--- src/aftd_regs.vh ---
`ifndef AFTD_REGS_VH
`define AFTD_REGS_VH

// register byte addresses on the serial control port
`define AFTD_ADDR_CTRL     13'h0045
`define AFTD_ADDR_UTH_LO   13'h0047
`define AFTD_ADDR_UTH_HI   13'h0048
`define AFTD_ADDR_LTH_LO   13'h0049
`define AFTD_ADDR_LTH_HI   13'h004A
`define AFTD_ADDR_DWL_LO   13'h004B
`define AFTD_ADDR_DWL_HI   13'h004C
`define AFTD_ADDR_STAT     13'h004D

// field positions
`define AFTD_CTRL_EN_BIT   0
`define AFTD_TH_HI_MSB     4
`define AFTD_INSTR_RW_BIT  15
`define AFTD_INSTR_ADDR_MSB 12

// reset values
`define AFTD_RST_CTRL      8'h00
`define AFTD_RST_UTH_LO    8'hFF
`define AFTD_RST_UTH_HI    5'h1F
`define AFTD_RST_LTH_LO    8'h00
`define AFTD_RST_LTH_HI    5'h00
`define AFTD_RST_DWL_LO    8'h01
`define AFTD_RST_DWL_HI    8'h00

// serial framing
`define AFTD_INSTR_LAST    4'hF
`define AFTD_BYTE_LAST     4'h7
`define AFTD_ADDR_STEP     13'h0001

// latencies in sample clock cycles
`define AFTD_UP_LAT        7
`define AFTD_OR_LAT        36

// sample and dwell widths
`define AFTD_SAMP_W        14
`define AFTD_DWL_W         16

`endif

--- src/aftd_chan.v ---
`timescale 1ns/1ps
`default_nettype none
module aftd_chan #(
   parameter integer DW    = 14,
   parameter integer DWL_W = 16,
   parameter integer LAT   = 7
) (
   // clock and reset
   input  wire             mclk,
   input  wire             srst,
   // control
   input  wire             enable,
   input  wire [DW-2:0]    upper_th,
   input  wire [DW-2:0]    lower_th,
   input  wire [DWL_W-1:0] dwell,
   // sample in, flag out
   input  wire [DW-1:0]    sample,
   output wire             flag
);

   localparam ST_IDLE = 1'b0;
   localparam ST_HELD = 1'b1;

   ////////////////////////////////////////////////////////////////
   // sign dropped, -full scale maps to 2^(DW-1) without wrap
   wire [DW-1:0] neg = ~sample + {{(DW-1){1'b0}}, 1'b1};
   wire [DW-1:0] mag = sample[DW-1] ? neg : sample;
   wire          above = (mag > {1'b0, upper_th});
   wire          below = (mag < {1'b0, lower_th});

   // compare results travel LAT-1 stages, the flag register is the last
   reg  [2*(LAT-1)-1:0] cmp_r;
   wire [2*(LAT-1)-1:0] cmp_nxt;
   generate
      if (LAT > 2) begin : g_pipe
         assign cmp_nxt = {cmp_r[2*(LAT-2)-1:0], above, below};
      end else begin : g_one
         assign cmp_nxt = {above, below};
      end
   endgenerate
   wire above_d = cmp_r[2*(LAT-1)-1];
   wire below_d = cmp_r[2*(LAT-1)-2];

   ////////////////////////////////////////////////////////////////
   reg             state_r;
   reg             state_nxt;
   reg [DWL_W-1:0] cnt_r;
   reg [DWL_W-1:0] cnt_nxt;
   wire [DWL_W:0]  cnt_inc = {1'b0, cnt_r} + {{DWL_W{1'b0}}, 1'b1};

   always @* begin
      state_nxt = state_r;
      cnt_nxt   = {DWL_W{1'b0}};
      case (state_r)
         ST_IDLE: begin
            if (enable && above_d) begin
               state_nxt = ST_HELD;
            end
         end
         ST_HELD: begin
            if (!enable) begin
               state_nxt = ST_IDLE;
            end else if (below_d) begin
               // dwell of zero acts as one
               if (cnt_inc >= {1'b0, dwell}) begin
                  state_nxt = ST_IDLE;
               end else begin
                  cnt_nxt = cnt_inc[DWL_W-1:0];
               end
            end else begin
               cnt_nxt = {DWL_W{1'b0}};
            end
         end
         default: begin
            state_nxt = ST_IDLE;
         end
      endcase
   end

   always @(posedge mclk) begin
      if (srst) begin
         cmp_r   <= {2*(LAT-1){1'b0}};
         state_r <= ST_IDLE;
         cnt_r   <= {DWL_W{1'b0}};
      end else begin
         cmp_r   <= cmp_nxt;
         state_r <= state_nxt;
         cnt_r   <= cnt_nxt;
      end
   end

   assign flag = state_r;

endmodule // aftd_chan
`default_nettype wire

--- src/aftd_delay.v ---
`timescale 1ns/1ps
`default_nettype none
module aftd_delay #(
   parameter integer WIDTH = 2,
   parameter integer DEPTH = 36
) (
   // clock and reset
   input  wire             mclk,
   input  wire             srst,
   // data
   input  wire [WIDTH-1:0] din,
   output wire [WIDTH-1:0] dout
);

   ////////////////////////////////////////////////////////////////
   reg  [WIDTH*DEPTH-1:0] pipe_r;
   wire [WIDTH*DEPTH-1:0] pipe_nxt;

   generate
      if (DEPTH > 1) begin : g_long
         assign pipe_nxt = {pipe_r[WIDTH*(DEPTH-1)-1:0], din};
      end else begin : g_short
         assign pipe_nxt = din;
      end
   endgenerate

   always @(posedge mclk) begin
      if (srst) begin
         pipe_r <= {WIDTH*DEPTH{1'b0}};
      end else begin
         pipe_r <= pipe_nxt;
      end
   end

   assign dout = pipe_r[WIDTH*DEPTH-1 -: WIDTH];

endmodule // aftd_delay
`default_nettype wire

--- src/aftd_top.v ---
// Notes on behaviour
// - The threshold flags work only while bit 0 of the detect control register is set over the serial port.
// - A threshold flag stays low as long as the sample magnitude is below the selected threshold.
// - Thresholds are compared with the magnitude only, so positive and negative swings act alike.
// - An input overrange shows on the overrange output 36 clock cycles after it occurs.
// - A channel flag rises when the sample magnitude exceeds the upper threshold held in two registers.
// - The upper-threshold flag rises a fixed 7 clock cycles after the compared sample.
// - A raised flag clears after the magnitude stays below the lower threshold for the whole dwell, or at once when detect control bit 0 is cleared.
// - The lower threshold is a 13-bit magnitude split over two registers and compared with the sample magnitude.
// - The dwell is 1 to 65,535 sample clocks, held in two registers.
// - The lower-threshold compare uses full converter resolution and accepts the full pipeline latency.
`timescale 1ns/1ps
`default_nettype none
`include "aftd_regs.vh"
module aftd_top #(
   parameter integer SAMP_W = `AFTD_SAMP_W,
   parameter integer DWL_W  = `AFTD_DWL_W,
   parameter integer UP_LAT = `AFTD_UP_LAT,
   parameter integer OR_LAT = `AFTD_OR_LAT
) (
   // clock and reset
   input  wire              mclk,
   input  wire              srst,
   // converter samples at the pipeline output
   input  wire [SAMP_W-1:0] sample_a,
   input  wire [SAMP_W-1:0] sample_b,
   // raw overrange at the converter input
   input  wire              ovr_in_a,
   input  wire              ovr_in_b,
   // serial control port
   input  wire              sclk,
   input  wire              cs_n,
   input  wire              sdio_i,
   output reg               sdio_o,
   output reg               sdio_oe_n,
   // flags to gain control
   output wire              threshold_flag_chan_a,
   output wire              threshold_flag_chan_b,
   output wire              overrange_a,
   output wire              overrange_b
);

   localparam PH_INSTR = 1'b0;
   localparam PH_DATA  = 1'b1;

   ////////////////////////////////////////////////////////////////
   // register file
   reg  [7:0] ctrl_r;
   reg  [7:0] uth_lo_r;
   reg  [4:0] uth_hi_r;
   reg  [7:0] lth_lo_r;
   reg  [4:0] lth_hi_r;
   reg  [7:0] dwl_lo_r;
   reg  [7:0] dwl_hi_r;

   wire              fd_enable = ctrl_r[`AFTD_CTRL_EN_BIT];
   wire [SAMP_W-2:0] upper_th  = {uth_hi_r, uth_lo_r};
   wire [SAMP_W-2:0] lower_th  = {lth_hi_r, lth_lo_r};
   wire [DWL_W-1:0]  dwell     = {dwl_hi_r, dwl_lo_r};

   ////////////////////////////////////////////////////////////////
   // serial port: pins treated as synchronous, edges found by one-cycle history
   reg         sclk_d_r;
   reg         phase_r;
   reg         phase_nxt;
   reg  [3:0]  bcnt_r;
   reg  [3:0]  bcnt_nxt;
   reg  [14:0] sh_r;
   reg  [14:0] sh_nxt;
   reg         rd_r;
   reg         rd_nxt;
   reg  [12:0] addr_r;
   reg  [12:0] addr_nxt;
   reg  [7:0]  out_r;
   reg  [7:0]  out_nxt;
   reg         sdio_nxt;
   reg         sdio_oe_n_nxt;
   reg         wr_en;
   reg  [7:0]  rd_data;
   reg  [12:0] rd_addr;

   wire        sel      = ~cs_n;
   wire        sclk_re  = sel & sclk & ~sclk_d_r;
   wire        sclk_fe  = sel & ~sclk & sclk_d_r;
   wire [15:0] word_in  = {sh_r, sdio_i};
   wire [12:0] addr_new = word_in[`AFTD_INSTR_ADDR_MSB:0];
   wire [12:0] addr_inc = addr_r + `AFTD_ADDR_STEP;

   ////////////////////////////////////////////////////////////////
   // flags and overrange
   wire [1:0] flags;
   wire [1:0] ovr_d;

   ////////////////////////////////////////////////////////////////
   // readback mux; unmapped addresses return zero
   always @* begin
      if (phase_r == PH_INSTR) begin
         rd_addr = addr_new;
      end else begin
         rd_addr = addr_inc;
      end
      case (rd_addr)
         `AFTD_ADDR_CTRL: begin
            rd_data = ctrl_r;
         end
         `AFTD_ADDR_UTH_LO: begin
            rd_data = uth_lo_r;
         end
         `AFTD_ADDR_UTH_HI: begin
            rd_data = {3'h0, uth_hi_r};
         end
         `AFTD_ADDR_LTH_LO: begin
            rd_data = lth_lo_r;
         end
         `AFTD_ADDR_LTH_HI: begin
            rd_data = {3'h0, lth_hi_r};
         end
         `AFTD_ADDR_DWL_LO: begin
            rd_data = dwl_lo_r;
         end
         `AFTD_ADDR_DWL_HI: begin
            rd_data = dwl_hi_r;
         end
         `AFTD_ADDR_STAT: begin
            // live view of the block outputs
            rd_data = {4'h0, ovr_d, flags};
         end
         default: begin
            rd_data = 8'h00;
         end
      endcase
   end

   ////////////////////////////////////////////////////////////////
   // framing: 16-bit instruction, then bytes streamed until cs_n rises
   always @* begin
      phase_nxt     = phase_r;
      bcnt_nxt      = bcnt_r;
      sh_nxt        = sh_r;
      rd_nxt        = rd_r;
      addr_nxt      = addr_r;
      out_nxt       = out_r;
      sdio_nxt      = sdio_o;
      sdio_oe_n_nxt = sdio_oe_n;
      wr_en         = 1'b0;
      if (!sel) begin
         // deselect aborts any partial byte
         phase_nxt     = PH_INSTR;
         bcnt_nxt      = 4'h0;
         sdio_oe_n_nxt = 1'b1;
      end else if (sclk_re) begin
         sh_nxt   = word_in[14:0];
         bcnt_nxt = bcnt_r + 4'h1;
         case (phase_r)
            PH_INSTR: begin
               if (bcnt_r == `AFTD_INSTR_LAST) begin
                  rd_nxt    = word_in[`AFTD_INSTR_RW_BIT];
                  addr_nxt  = addr_new;
                  out_nxt   = rd_data;
                  phase_nxt = PH_DATA;
                  bcnt_nxt  = 4'h0;
               end
            end
            PH_DATA: begin
               if (bcnt_r == `AFTD_BYTE_LAST) begin
                  wr_en    = ~rd_r;
                  addr_nxt = addr_inc;
                  out_nxt  = rd_data;
                  bcnt_nxt = 4'h0;
               end
            end
            default: begin
               phase_nxt = PH_INSTR;
            end
         endcase
      end else if (sclk_fe && phase_r == PH_DATA && rd_r) begin
         // readback leaves on falling edges, msb first
         sdio_nxt      = out_r[7];
         out_nxt       = {out_r[6:0], 1'b0};
         sdio_oe_n_nxt = 1'b0;
      end
   end

   ////////////////////////////////////////////////////////////////
   always @(posedge mclk) begin
      if (srst) begin
         sclk_d_r  <= 1'b0;
         phase_r   <= PH_INSTR;
         bcnt_r    <= 4'h0;
         sh_r      <= 15'h0000;
         rd_r      <= 1'b0;
         addr_r    <= 13'h0000;
         out_r     <= 8'h00;
         sdio_o    <= 1'b0;
         sdio_oe_n <= 1'b1;
      end else begin
         sclk_d_r  <= sclk;
         phase_r   <= phase_nxt;
         bcnt_r    <= bcnt_nxt;
         sh_r      <= sh_nxt;
         rd_r      <= rd_nxt;
         addr_r    <= addr_nxt;
         out_r     <= out_nxt;
         sdio_o    <= sdio_nxt;
         sdio_oe_n <= sdio_oe_n_nxt;
      end
   end

   ////////////////////////////////////////////////////////////////
   // register writes land on the rising edge of the last data bit
   always @(posedge mclk) begin
      if (srst) begin
         ctrl_r   <= `AFTD_RST_CTRL;
         uth_lo_r <= `AFTD_RST_UTH_LO;
         uth_hi_r <= `AFTD_RST_UTH_HI;
         lth_lo_r <= `AFTD_RST_LTH_LO;
         lth_hi_r <= `AFTD_RST_LTH_HI;
         dwl_lo_r <= `AFTD_RST_DWL_LO;
         dwl_hi_r <= `AFTD_RST_DWL_HI;
      end else if (wr_en) begin
         case (addr_r)
            `AFTD_ADDR_CTRL: begin
               ctrl_r <= word_in[7:0];
            end
            `AFTD_ADDR_UTH_LO: begin
               uth_lo_r <= word_in[7:0];
            end
            `AFTD_ADDR_UTH_HI: begin
               uth_hi_r <= word_in[`AFTD_TH_HI_MSB:0];
            end
            `AFTD_ADDR_LTH_LO: begin
               lth_lo_r <= word_in[7:0];
            end
            `AFTD_ADDR_LTH_HI: begin
               lth_hi_r <= word_in[`AFTD_TH_HI_MSB:0];
            end
            `AFTD_ADDR_DWL_LO: begin
               dwl_lo_r <= word_in[7:0];
            end
            `AFTD_ADDR_DWL_HI: begin
               dwl_hi_r <= word_in[7:0];
            end
            default: begin
               ctrl_r <= ctrl_r;
            end
         endcase
      end
   end

   ////////////////////////////////////////////////////////////////
   // per-channel detectors share one set of thresholds
   aftd_chan #(
      .DW    (SAMP_W),
      .DWL_W (DWL_W),
      .LAT   (UP_LAT)
   ) u_chan_a (
      .mclk     (mclk),
      .srst     (srst),
      .enable   (fd_enable),
      .upper_th (upper_th),
      .lower_th (lower_th),
      .dwell    (dwell),
      .sample   (sample_a),
      .flag     (flags[0])
   );

   aftd_chan #(
      .DW    (SAMP_W),
      .DWL_W (DWL_W),
      .LAT   (UP_LAT)
   ) u_chan_b (
      .mclk     (mclk),
      .srst     (srst),
      .enable   (fd_enable),
      .upper_th (upper_th),
      .lower_th (lower_th),
      .dwell    (dwell),
      .sample   (sample_b),
      .flag     (flags[1])
   );

   ////////////////////////////////////////////////////////////////
   // overrange follows the full pipeline, not gated by the detect enable
   aftd_delay #(
      .WIDTH (2),
      .DEPTH (OR_LAT)
   ) u_ovr_dly (
      .mclk (mclk),
      .srst (srst),
      .din  ({ovr_in_b, ovr_in_a}),
      .dout (ovr_d)
   );

   assign threshold_flag_chan_a = flags[0];
   assign threshold_flag_chan_b = flags[1];
   assign overrange_a           = ovr_d[0];
   assign overrange_b           = ovr_d[1];

endmodule // aftd_top
`default_nettype wire
--- config.mk ---
export PLATFORM = sky130hd
export DESIGN_NAME = aftd_top
export DESIGN_NICKNAME = d
export VERILOG_FILES = /design/src/aftd_chan.v /design/src/aftd_delay.v /design/src/aftd_top.v
export VERILOG_INCLUDE_DIRS = /design/src /design/src/src
export SDC_FILE = /design/constraint.sdc
export NUM_CORES = 1
export LEC_CHECK = 0
export BUFFER_PORTS_ARGS = -buffer_cell sky130_fd_sc_hd__buf_2
export CORE_ASPECT_RATIO = 2
export CORE_MARGIN = 3
export CORE_UTILIZATION = 35
export DETAILED_ROUTE_END_ITERATION = 12
export GPL_TIMING_DRIVEN = 0
export MAX_ROUTING_LAYER = met4
export PLACE_DENSITY = 0.53
export SLEW_MARGIN = 20
export SYNTH_ARGS = -nofsm -noshare
export SYNTH_HDL_FRONTEND = slang
export SYNTH_SLANG_ARGS = --single-unit
--- constraint.sdc ---
create_clock -name mclk -period 8.7 [get_ports mclk]
set_input_delay 1.305 -clock mclk [delete_from_list [all_inputs] [get_ports mclk]]
set_output_delay 1.305 -clock mclk [all_outputs]
set_load 0.005 [all_outputs]
; ---- Word level (Yosys, flattened, before mapping)
; Cells that the tools add are included.
[word_totals]
wordCells = 125
out_inout_bits = 6
inputBits = 35
reg_bits = 225
[op_classes]
n_eq_ne = 21
add_sub_neg = 6
n_bitwise = 17
order_cmp = 6
n_reduce_logical = 21
n_mux = 31
[op_table]
columns = op, count
row1 = == test 13 x 7 -> 1 bit (second input constant), 15
row2 = case mux 8 bit (8 select lines), 1
row3 = 2-to-1 mux 13 bit, 3
row4 = adder 16 x 1 -> 17 bit (second input constant), 2
row5 = greater-or-equal comparator 17 x 16 -> 1 bit, 2
row6 = 2-to-1 mux 8 bit, 4
row7 = adder 14 x 1 -> 14 bit (second input constant), 2
row8 = > comparator 14 x 13 -> 1 bit, 2
row9 = < comparator 14 x 13 -> 1 bit, 2
row10 = 2-to-1 mux 14 bit, 2
row11 = inverter 14 bit, 2
row12 = case mux 13 bit (2 select lines), 1
row13 = AND reduction 2 bit, 9
row14 = case mux 8 bit (2 select lines), 1
row15 = 2-to-1 mux 1 bit, 14
row16 = adder 13 x 1 -> 13 bit (second input constant), 1
row17 = AND reduction 4 bit, 3
row18 = inverter 1 bit, 11
row19 = OR reduction 5 bit, 2
row20 = 2-to-1 mux 4 bit, 2
row21 = case mux 4 bit (2 select lines), 1
row22 = != test 3 x 2 -> 1 bit (second input constant), 2
row23 = adder 4 x 1 -> 4 bit (second input constant), 1
row24 = bitwise AND 1 bit, 4
row25 = 8 further kinds, 13

; ---- Logic depth before layout (Yosys ltp)
; Gate-level depths: netlist (run 1).
[logic_depth]
depth_word = 7
depth_mapped = 14
ltp_nobuf = 13

; ---- Cells and area by module
; From an unflattened synthesis (run 1), not the netlist that was laid out.
[unflattened]
hier_cells = 1297
area_unflattened_um2 = 11568.6
[modules_own_cells]
columns = module, area_per_inst_um2, cells_per_inst, instances
row1 = aftd_top, 4699.5, 566, 1
row2 = aftd_chan at u_chan_a, 2528.7, 292, 1
row3 = aftd_chan at u_chan_b, 2343.5, 285, 1
row4 = aftd_delay, 1996.9, 154, 1

; ---- Worst setup path after synthesis (run 1)
; No wires, ideal clock.
[synth_timing]
path_type = input to register
start = input sample_a[0]
end = register u_chan_a.cmp_r[1]
stages = 11
slack_ns = 5.168
setup_time_ns = 0.116
arrival_ns = 3.416
t_required_ns = 8.584
n_path_buf = 0
cell_sequence = inv_1 ha_1 nand2_1 or3_1 o31ai_1 xnor2_1 ha_1 a21o_1 a2111oi_0 o21ai_0 a31o_2
[synth_between]
elab_chain_len = 4
[synth_lines]
columns = item, line
row1 = start: declaration, aftd_top.v:25  ; input wire [SAMP_W-1:0] sample_a,
row2 = inverter 14 bit, aftd_chan.v:26  ; wire [DW-1:0] neg = ~sample + {{(DW-1){1'b0}}, 1'b1};
row3 = adder 14 x 1 -> 14 bit, aftd_chan.v:26
row4 = 2-to-1 mux 14 bit (*), aftd_chan.v:27  ; wire [DW-1:0] mag = sample[DW-1] ? neg : sample;
row5 = > comparator 14 x 13 -> 1 bit (*), aftd_chan.v:28  ; wire above = (mag > {1'b0, upper_th});
row6 = end signal: assignment, aftd_chan.v:82  ; cmp_r <= {2*(LAT-1){1'b0}};
row7 = end signal: assignment, aftd_chan.v:86  ; cmp_r <= cmp_nxt;
row8 = end: declaration, aftd_chan.v:32  ; reg [2*(LAT-1)-1:0] cmp_r;
; Every way passes the cells marked *; elsewhere a longest branch is shown, timed or not.
; A chain may end at the register's enable or synchronous reset.

; ---- Worst setup path after layout (run 1)
[layout_timing]
start = input sdio_i
end = register out_r[0]
[layout_between]
elab_chain_len = 6
word_cells_on_any_way = 14
[layout_lines]
columns = item, line
row1 = start: declaration, aftd_top.v:33  ; input wire sdio_i,
row2 = 2-to-1 mux 13 bit (*), aftd_top.v:97  ; if (phase_r == PH_INSTR) begin
row3 = == test 13 x 7 -> 1 bit, aftd_top.v:102  ; case (rd_addr)
row4 = case mux 8 bit (8 select lines) (*), aftd_top.v:102
row5 = "2-to-1 mux 8 bit, on equally long branches", "aftd_top.v:165, aftd_top.v:156"
row6 = case mux 8 bit (2 select lines) (*), aftd_top.v:154  ; case (phase_r)
row7 = 2-to-1 mux 8 bit (*), aftd_top.v:151  ; end else if (sclk_re) begin
row8 = end signal: assignment, aftd_top.v:203  ; out_r <= out_nxt;
row9 = end: declaration, aftd_top.v:74  ; reg [7:0] out_r;
; Every way passes the cells marked *; elsewhere a longest branch is shown, timed or not. The select of a mux whose other input is x is not followed.

==> out/results.ini, run 1 <==
[run_status]
status = complete, no violations

[drt]
postRouteWirelength_um = 32190
first_pass_iters = 5
num_vias = 9254
ant_nets = 0
via_per_inst = 5.187
drtIter0Drc = 400
drcViolationCount = 0
wl_per_cell_um = 18.04

[setup_path]
path_cells = clkbuf_1, nor2_1, a21oi_1, mux2_2, a22oi_1, o21ai_0, o2111ai_1, a21oi_1
path_class = input pin to register
cp_slowest_cell = a21oi_1
crit_top_cell = a21oi_1
end_kind = register
crit_arrival_ns = 4.01
worstSetupStartpointType = input pin
critPathMaxStageDelay_ns = 0.72
required_ns = 9.09
critical_path.max_fanout = 10

[place]
port_buffers = 39
place_area_um2 = 11920
place.gp.congestion = 0.9730
dp.final_hpwl_um = 25460

[die]
die-area_um2 = 34300
core_um2 = 31540
chipHeight_um = 258.9
ios = 41
die_w_um = 132.5
num_rows = 92
initial_utilization_pct = 35.49

[synthesis]
synth_xor_area_share_pct = 4.381
synth_seq_cells = 225
synth_edf_count = 0
syn_avg_cell_area_um2 = 8.705
netlist_instances = 1286
yosysWarnings = 0
ys.flop_type = dfxtp_1
syn_area_um2 = 11190
ys_seq_area_share_pct = 40.24
synth_top_family_by_area = simple AND/OR/NAND/NOR gates
yosys.area_share.simple_pct = 23.30
yosys.area_share.adder_pct = 10.17
synth_cell_types = 68
async_flop_share_pct = 0
synth.net_count = 1412
synth_mux_area_share_pct = 3.252
synth_compound_area_share_pct = 14.00

[clock_tree]
htreeDepth = 1
path_clk_slew_ns = 0.07
root_buffer = clkbuf_16
cts_buffers = 21
clk_latency_ns = 0.52
numClockSinks = 225
hold_buffers = 0
clock_tree.buffer_depth = 3
cts_resized = 0
cts_tree = built
postCtsSetupBuffers = 0

[hold_path]
holdCritPathClass = register to register

[global_route]
met3_usage_pct = 1.862
grt.total_usage_pct = 19.14
use_met2_pct = 37.59
gr-usage-met1_pct = 18.22
antenna_found_initial = 0
overflow = 0
grt_pass1_wl_um = 50720
grt_max_degree = 17
grt.busiest_layer = met2
grt_pass1_vias = 9388

[run]
maxCapViolations = 0

[sta]
fmaxAchievable_mhz = 275.7
tns_ns = 0
fin_crit_sh_pct = 41.68
maxSlewViolCount = 0
fin_hold_ws_ns = 0.4310
worst_pin_slew_ns = 0.9503
finClkSkew_ns = 0.01559
finalHoldViolations = 0
period_needed_ns = 3.627
maxSlewHeadroom_pct = 36.65
setup_viol_count_final = 0
rsz0062_at_grt = no

[final_layout]
nNetsFinal = 1474
most-common-layout-cells = 225 x dfxtp_1, 163 x nand2_1, 104 x nor2b_1
syn_to_final_growth_pct = 12.55
layout-drive-gt1-share_pct = 7.715
mostFrequentLayoutCell = dfxtp_1
final_util_pct = 39.95
stdcell_area_um2 = 12600
antenna_cells = 0
fillers = 3298

[pwr]
power_density_nw_per_um2 = 165.5
p_leak_nw = 4.890
max-vdd-ir-drop_mv = 0.1780
power_mw = 2.085

==> worst paths after layout <==
path         cells past startpoint  slack (ns)                    to                 start
max                              8        5.07              out_r[0]                sdio_i
max reg2reg                     14        5.13     u_chan_b.cnt_r[7]     u_chan_b.cnt_r[0]
min                              1        0.43  u_ovr_dly.pipe_r[27]  u_ovr_dly.pipe_r[25]
min reg2reg                      1        0.43  u_ovr_dly.pipe_r[27]  u_ovr_dly.pipe_r[25]
==> per-layer routing <==
metal,vias to the layer above,wire length [um]
met4,0,1692
li1,4592,-
met5,-,0
met1,4392,11570
met2,179,18060
met3,91,867
==> through the flow <==
step | cells | setup slack [ns]
2_1_floorplan | 1286 | 5.168
3_3_place_gp | 1748 | 4.634
4_1_cts | 1784 | 5.045
3_5_place_dp | 1748 | 4.571
5_1_grt | 1784 | 4.821
6_report | 1784 | 5.073
==> state kept, by name, indices dropped and copies added, names as in the netlist <==
name              count
sh_r                 15
u_chan_a.cnt_r       16
u_ovr_dly.pipe_r     72
u_chan_b.flag         1
lth_lo_r              8
u_chan_a.cmp_r       12
dwl_hi_r              8
u_chan_a.flag         1
u_chan_b.cmp_r       12
u_chan_b.cnt_r       16
uth_lo_r              8
uth_hi_r              5
bcnt_r                4
dwl_lo_r              8
ctrl_r                8
sclk_d_r              1
sdio_o                1
phase_r               1
addr_r               13
rd_r                  1
lth_hi_r              5
out_r                 8
sdio_oe_n             1
==> Yosys cell counts, types with 5 or more instances <==
cell	n	share of area [%]
clkbuf_1	51	1.7
o211ai_1	16	1.1
nand2_1	163	5.5
nor3_1	13	0.58
or4_1	5	0.34
a221oi_1	8	0.63
a211oi_1	9	0.60
nand2b_1	10	0.56
dfxtp_1	225	40
a31oi_1	6	0.34
nor3b_1	7	0.47
and3_1	18	1.0
inv_1	58	1.9
o31ai_1	9	0.60
ha_1	91	10
a21o_1	23	1.5
nand4_1	16	0.89
nor4_1	9	0.50
nor4bb_1	5	0.45
mux4_2	5	1.0
mux2i_1	24	2.1
xnor2_1	45	3.5
and2_1	10	0.56
buf_1	8	0.27
o21ai_0	38	1.7
o22ai_1	9	0.50
a21oi_1	97	4.3
nor2_1	64	2.1
buf_2	8	0.36
nor2b_1	104	5.8
xor2_1	11	0.86
nand3_1	57	2.5
==> kinds of logic (layout without fill, tap and decap cells) <==
group	Yosys count	in the layout
AOI/OAI and AO/OA	249	249
adders and majority gates	91	91
buffers and inverters	128	203
muxes	30	30
DFF	225	225
and+or+nand+nor	507	507
xor gates and xnor gates	56	56
==> worst max-delay path, delay by kind of cell <==
| family | cells | cell delay [ns] |
|---|---|---|
| buffers and inverters | 1 | 0.55 |
| muxes | 1 | 0.42 |
| and+or+nand+nor | 1 | 0.14 |
| AOI/OAI and AO/OA | 5 | 1.58 |
==> cell type report <==
class                   instances  area [um^2]  share of cell area (%)
multi-input cells             933         6170                   48.97
flip-flops and latches        225         4504                   35.75
clock buffers                  25        560.5                   4.449
well taps                     423        529.3                   4.201
plain buffers                  70        302.8                   2.403
inverters                      58        217.7                   1.728
repair buffers                 39        195.2                   1.549
clock inverters                11        120.1                  0.9533
==> report_power, final <==
group / switching (mW) / internal [mW]
Clock: 0.406 / 0.522
Combinational: 0.0759 / 0.0462
Sequential: 0.00117 / 1.03
Total: 0.483 / 1.60
Note: power is estimated with default switching activity, not from simulation.
==> run 2, diff against run 1 <==
- PLACE_DENSITY: 0.53 -> 0.55
- clock period: 8.7 -> 3 ns (I/O delays scaled with it)
==> out/results.ini, run 2 (synthesized netlist as in run 1, its figures left out) <==
[drt]
wl_per_cell_um = 18.33  ; +1.6%
num_vias = 9402  ; +1.6%
postRouteWirelength_um = 32960  ; +2.4%
first_pass_iters = 5  ; unchanged
via_per_inst = 5.229  ; +0.81%
ant_nets = 0  ; unchanged
drtIter0Drc = 436  ; +9.0%
drcViolationCount = 0  ; unchanged

[clock_tree]
cts_buffers = 21  ; unchanged
hold_buffers = 0  ; unchanged
clock_tree.buffer_depth = 3  ; unchanged
cts_tree = built
clk_latency_ns = 0.52  ; about the same
root_buffer = clkbuf_16
path_clk_slew_ns = 0.07  ; about the same
htreeDepth = 1  ; unchanged
numClockSinks = 225  ; unchanged

[setup_path]
cp-startpoint = u_chan_b.cnt_r[7]
r2r_cells = 12  ; -2
critical_path.max_fanout = 4  ; -6
timing.rr.start = u_chan_b.cnt_r[7]
required_ns = 3.39  ; -5.70 ns
crit_arrival_ns = 3.30  ; -0.71 ns
path_class = register to register
end_kind = register
critical_path.endpoint = u_chan_b.cnt_r[4]
worstSetupStartpointType = register
r2r_setup_slack_ns = 0.09  ; -5.04 ns
r2r-end = u_chan_b.cnt_r[4]

[pwr]
power_frac_comb_pct = 5.7  ; -0.2 points
swShare_pct = 22.53  ; -0.64 points
seqPwrFrac_pct = 47.5  ; -2.1 points
clkPwrFrac_pct = 46.8  ; +2.3 points
p_sw_mw = 1.423  ; +190%
p_int_mw = 4.893  ; +210%
power_density_nw_per_um2 = 482.1  ; +190%
max-vdd-ir-drop_mv = 0.4206  ; +140%
p_leak_nw = 5.093  ; +4.1%

[sta]
worst_pin_slew_ns = 0.8315  ; -0.1188 ns
setup_viol_count_final = 0  ; unchanged
period_needed_ns = 2.909
worst_slack_ns = 0.09149  ; -4.982 ns
maxSlewHeadroom_pct = 44.57  ; +7.9 points
maxSlewViolCount = 0  ; unchanged
finClkSkew_ns = 0.01370  ; -0.001894 ns
finalHoldViolations = 0  ; unchanged
fin_crit_sh_pct = 96.95
fmaxAchievable_mhz = 343.8

[die]
ios = 41  ; unchanged
chipHeight_um = 258.9  ; unchanged
initial_utilization_pct = 35.49  ; unchanged
core_um2 = 31540  ; unchanged
die_w_um = 132.5  ; unchanged
num_rows = 92  ; unchanged
die-area_um2 = 34300  ; unchanged

[run_status]
status = complete, no violations

[final_layout]
mostFrequentLayoutCell = dfxtp_1
most-common-layout-cells = 222 x dfxtp_1, 160 x nand2_1, 104 x nor2b_1
largest_reg_flops = 72  ; unchanged
largest_register = u_ovr_dly.pipe_r
antenna_cells = 0  ; unchanged
layout-drive-gt1-share_pct = 12.07  ; +4.4 points
syn_to_final_growth_pct = 17.05
nNetsFinal = 1487  ; +0.88%
largestRegisters = u_ovr_dly.pipe_r (72), u_chan_a.cnt_r (16), u_chan_b.cnt_r (16)
final_util_pct = 41.54  ; +1.6 points
stdcell_area_um2 = 13100  ; +4.0%

[hold_path]
holdCritPathClass = input pin to register

[global_route]
grt_pass1_wl_um = 51430  ; +1.4%
antenna_found_initial = 0  ; unchanged
met3_usage_pct = 1.862  ; unchanged
use_met2_pct = 37.83  ; +0.24 points
grt.total_usage_pct = 19.50  ; +0.36 points
grt.busiest_layer = met2
grt_pass1_vias = 9591  ; +2.2%
grt_max_degree = 17  ; unchanged
gr-usage-met1_pct = 18.16  ; -0.057 points
overflow = 0  ; unchanged

[run]
maxCapViolations = 0  ; unchanged

[place]
place_worst_setup_slack_ns = -0.6539  ; -5.225 ns
place_area_um2 = 11920  ; unchanged
port_buffers = 39  ; unchanged
dp.final_hpwl_um = 25540  ; +0.31%
place.gp.congestion = 0.9702  ; -0.29%

run 2: changes by cell type in the layout (fill, tap and decap cells not counted), sizes merged:
| cell | previous run | this run |
|---|---|---|
| clkinvlp | 3 | 0 |
| buf | 55 | 69 |
| clkinv | 5 | 3 |
| bufinv | 2 | 4 |
| a31oi | 6 | 7 |
| inv | 59 | 60 |
| clkbuf | 79 | 80 |
run 2: worst max-delay path: stages, from the launching register on:
cell and delay (ns):
dfxtp_1 0.40, and3_4 0.22, and3_4 0.19, and3_4 0.20
nand3_1 0.12, xnor2_2 0.17, ha_1 0.31, nand2_2 0.06
or4_4 0.54, o21ai_4 0.20, buf_4 0.14, a31oi_2 0.05
nor4bb_1 0.18
run 2: power groups by stage:
stage	Clock, mW	Sequential [mW]	Combinational [mW]
final	2.96	3.00	0.359
after global routing	3.12	3.00	0.406
after floorplan	0	3.07	0.230
after global placement	0	3.07	0.350
after CTS	3.03	3.00	0.362
after detailed placement	0	3.07	0.360
run 2: per-layer routing:
| layer | part of all wire, % | vias to the layer above |
|---|---|---|
| met5 | 0 | - |
| met1 | 35 | 4447 |
| li1 | - | 4616 |
| met2 | 55 | 219 |
| met3 | 3.4 | 120 |
| met4 | 7.1 | 0 |
run 2: cell type report:
type	count	area, um^2
buffer	70	331.6
clock buffer	28	601.8
clock inverter	9	156.4
fill	3279	18440
inverter	58	217.7
multi-input combinational	934	6464
sequential	225	4513
tap	423	529.3
timing repair buffer	51	289.0
run 2: per-stage QoR:
step	total power [mW]	hold slack (ns)	instances	TNS (ns)
after global placement	3.419	0.4152	1748	-15.01
after CTS	6.391	0.1203	1786	0
after floorplan	3.298	0.4138	1286	0
after global routing	6.527	0.1563	1798	-0.3758
after detailed placement	3.429	0.4204	1748	-15.54
final	6.317	0.1384	1798	0
run 2: what timing repair did:
item	CTS	global route
gates resized for setup	28	54
buffers inserted	0	11
pin swaps	1	14
setup endpoints to repair	40	58
cloned	1	1
run 2: worst min path at each step:
stage	startpoint	end	slack (ns)	depth (start not counted)
after floorplan	u_chan_a.cmp_r[8]	u_chan_a.cmp_r[10]	0.41	1
after global placement	u_ovr_dly.pipe_r[63]	u_ovr_dly.pipe_r[65]	0.42	1
after detailed placement	u_chan_a.cmp_r[9]	u_chan_a.cmp_r[11]	0.42	1
after CTS	ovr_in_b	u_ovr_dly.pipe_r[1]	0.12	2
after global routing	ovr_in_a	u_ovr_dly.pipe_r[0]	0.16	2
final	ovr_in_a	u_ovr_dly.pipe_r[0]	0.14	2
==> run 3, diff against run 2 <==
- PLACE_DENSITY: 0.55 -> 0.59
==> out/results.ini, run 3 (synthesized netlist as in run 1, its figures left out) <==
[run_status]
status = complete, no violations

[clock_tree]
root_buffer = clkbuf_16
clk_latency_ns = 0.52  ; about the same
hold_buffers = 0  ; unchanged
clock_tree.buffer_depth = 3  ; unchanged
path_clk_slew_ns = 0.06  ; about the same
cts_buffers = 21  ; unchanged
cts_tree = built
numClockSinks = 225  ; unchanged
htreeDepth = 1  ; unchanged

[final_layout]
final_util_pct = 41.19  ; -0.35 points
mostFrequentLayoutCell = dfxtp_1
largest_reg_flops = 72  ; unchanged
stdcell_area_um2 = 12990  ; -0.84%
layout-drive-gt1-share_pct = 11.64  ; -0.43 points
nNetsFinal = 1485  ; -0.13%
antenna_cells = 0  ; unchanged
fillers = 3217  ; -1.9%
syn_to_final_growth_pct = 16.06
most-common-layout-cells = 220 x dfxtp_1, 159 x nand2_1, 104 x nor2b_1
largestRegisters = u_ovr_dly.pipe_r (72), u_chan_a.cnt_r (16), u_chan_b.cnt_r (16)
ff_latch_area_um2 = 4513  ; unchanged
multi_input_area_um2 = 6416  ; -0.74%
largest_register = u_ovr_dly.pipe_r

[pwr]
seqPwrFrac_pct = 49.1  ; +1.6 points
p_sw_mw = 1.387  ; -2.6%
power_frac_comb_pct = 5.9  ; +0.2 points
swShare_pct = 22.69  ; +0.16 points
max-vdd-ir-drop_mv = 0.4269  ; +1.5%
p_leak_nw = 5.028  ; -1.3%
clkPwrFrac_pct = 45.0  ; -1.8 points
power_density_nw_per_um2 = 470.5  ; -2.4%
p_int_mw = 4.725  ; -3.4%

[setup_path]
cpLargestDelayFamily = compound AO/OA/AOI/OAI gates
r2r-end = u_chan_b.cnt_r[5]
worstSetupStartpointType = register
required_ns = 3.42  ; +0.03 ns
r2r_cells = 13  ; +1
path_class = register to register
r2r_setup_slack_ns = 0.07  ; -0.02 ns
end_kind = register
crit_arrival_ns = 3.35  ; +0.05 ns
critPathMaxStageDelay_ns = 0.38  ; -0.16 ns
timing.rr.start = u_chan_b.cnt_r[1]
path_cells = ha_4, nand2_2, nor2_4, nand3_2, xnor2_2, ha_1, a21o_1, a21o_1, a21oi_2, nand2_2, o311ai_4, a21oi_4, nor4bb_1
cp_num_buf_inv = 0  ; -1
cp_slowest_cell = dfxtp_1
critical_path.max_fanout = 7  ; +3

[die]
num_rows = 92  ; unchanged
die-area_um2 = 34300  ; unchanged
chipHeight_um = 258.9  ; unchanged
initial_utilization_pct = 35.49  ; unchanged
die_w_um = 132.5  ; unchanged
ios = 41  ; unchanged
core_um2 = 31540  ; unchanged

[sta]
finalHoldViolations = 0  ; unchanged
period_needed_ns = 2.932  ; +0.02349 ns
maxSlewHeadroom_pct = 28.17  ; -16 points
rsz0062_at_grt = yes
setup_viol_count_final = 0  ; unchanged
finClkSkew_ns = 0.01225  ; -0.001448 ns
fmaxAchievable_mhz = 341.1  ; -0.80%
worst_slack_ns = 0.06800  ; -0.02349 ns
maxSlewViolCount = 0  ; unchanged
worst_pin_slew_ns = 1.077  ; +0.2460 ns
tns_ns = 0  ; unchanged
fin_hold_ws_ns = 0.1522  ; +0.01373 ns
fin_crit_sh_pct = 97.73  ; +0.78 points

[hold_path]
hold_start = ovr_in_b
whs_endpoint = u_ovr_dly.pipe_r[1]
whs_path_depth = 2  ; unchanged
holdCritPathClass = input pin to register

[run]
maxCapViolations = 0  ; unchanged

[drt]
postRouteWirelength_um = 32600  ; -1.1%
ant_nets = 0  ; unchanged
first_pass_iters = 5  ; unchanged
drtIter0Drc = 593  ; +36%
via_per_inst = 5.251  ; +0.42%
drcViolationCount = 0  ; unchanged
wl_per_cell_um = 18.14  ; -1.1%
num_vias = 9436  ; +0.36%

[place]
place_worst_setup_slack_ns = -1.171  ; -0.5175 ns
place.gp.congestion = 0.9665  ; -0.38%
place_area_um2 = 11920  ; unchanged
port_buffers = 39  ; unchanged
dp.final_hpwl_um = 25630  ; +0.33%

[global_route]
grt_pass1_wl_um = 50520  ; -1.8%
antenna_found_initial = 0  ; unchanged
grt_pass1_vias = 9481  ; -1.1%
overflow = 0  ; unchanged
grt.total_usage_pct = 19.11  ; -0.39 points
grt_max_degree = 16  ; -1

==> run 3: power by group through the flow <==
stage	Sequential [mW]	Clock [mW]	Combinational, mW
after floorplan	3.07	0	0.230
after global placement	3.07	0	0.352
after detailed placement	3.07	0	0.362
after CTS	3.00	2.82	0.364
after global routing	3.00	2.93	0.406
final	3.00	2.75	0.361
==> run 3: metal layers <==
metal / vias to the layer above / global-route usage [%] / wire length, um
met5: - / - / 0
met4: 0 / 15.09 / 3021
met3: 135 / 2.036 / 991
met2: 245 / 35.89 / 17370
met1: 4445 / 17.15 / 11210
li1: 4611 / - / -
==> run 3: how the worst max path moves through the flow <==
stage | cells past startpoint | slack (ns) | to | start
final | 13 | 0.07 | u_chan_b.cnt_r[5] | u_chan_b.cnt_r[1]
after global routing | 12 | -0.04 | u_chan_b.cnt_r[5] | u_chan_b.cnt_r[4]
after CTS | 13 | 0.003 | u_chan_b.cnt_r[5] | u_chan_b.cnt_r[0]
after detailed placement | 14 | -1.17 | u_chan_b.cnt_r[7] | u_chan_b.cnt_r[0]
after global placement | 14 | -1.04 | u_chan_b.cnt_r[7] | u_chan_b.cnt_r[0]
after floorplan | 14 | 0.16 | u_chan_b.cnt_r[10] | u_chan_b.cnt_r[0]
==> run 3: timing repair <==
action                     in CTS  in global routing
gates resized for setup        38                 33
setup buffers                   3                  6
setup endpoints to repair      33                 39
pin swaps                       8                 13
cloned                          1                  1
==> run 3: worst register-to-register path: stages (launching register included) <==
cell	delay, ns
dfxtp_1	0.38
ha_4	0.16
nand2_2	0.07
nor2_4	0.15
nand3_2	0.12
xnor2_2	0.22
ha_1	0.29
a21o_1	0.16
a21o_1	0.18
a21oi_2	0.17
nand2_2	0.09
o311ai_4	0.37
a21oi_4	0.16
nor4bb_1	0.32
==> run 3: cell type report <==
class                           count  share of cell area [%]
Multi-Input combinational cell    934                   49.38
Sequential cell                   225                   34.74
Clock buffer                       31                   4.719
Tap cell                          423                   4.074
Buffer                             70                   2.542
Timing Repair Buffer               49                   2.167
Inverter                           58                   1.676
Clock inverter                      7                  0.7030
==> run 3: through the flow <==
step	power [mW]	std cells
floorplan	3.298	1286
global placement	3.420	1748
detailed placement	3.431	1748
CTS	6.185	1790
global route	6.331	1797
finish	6.112	1797
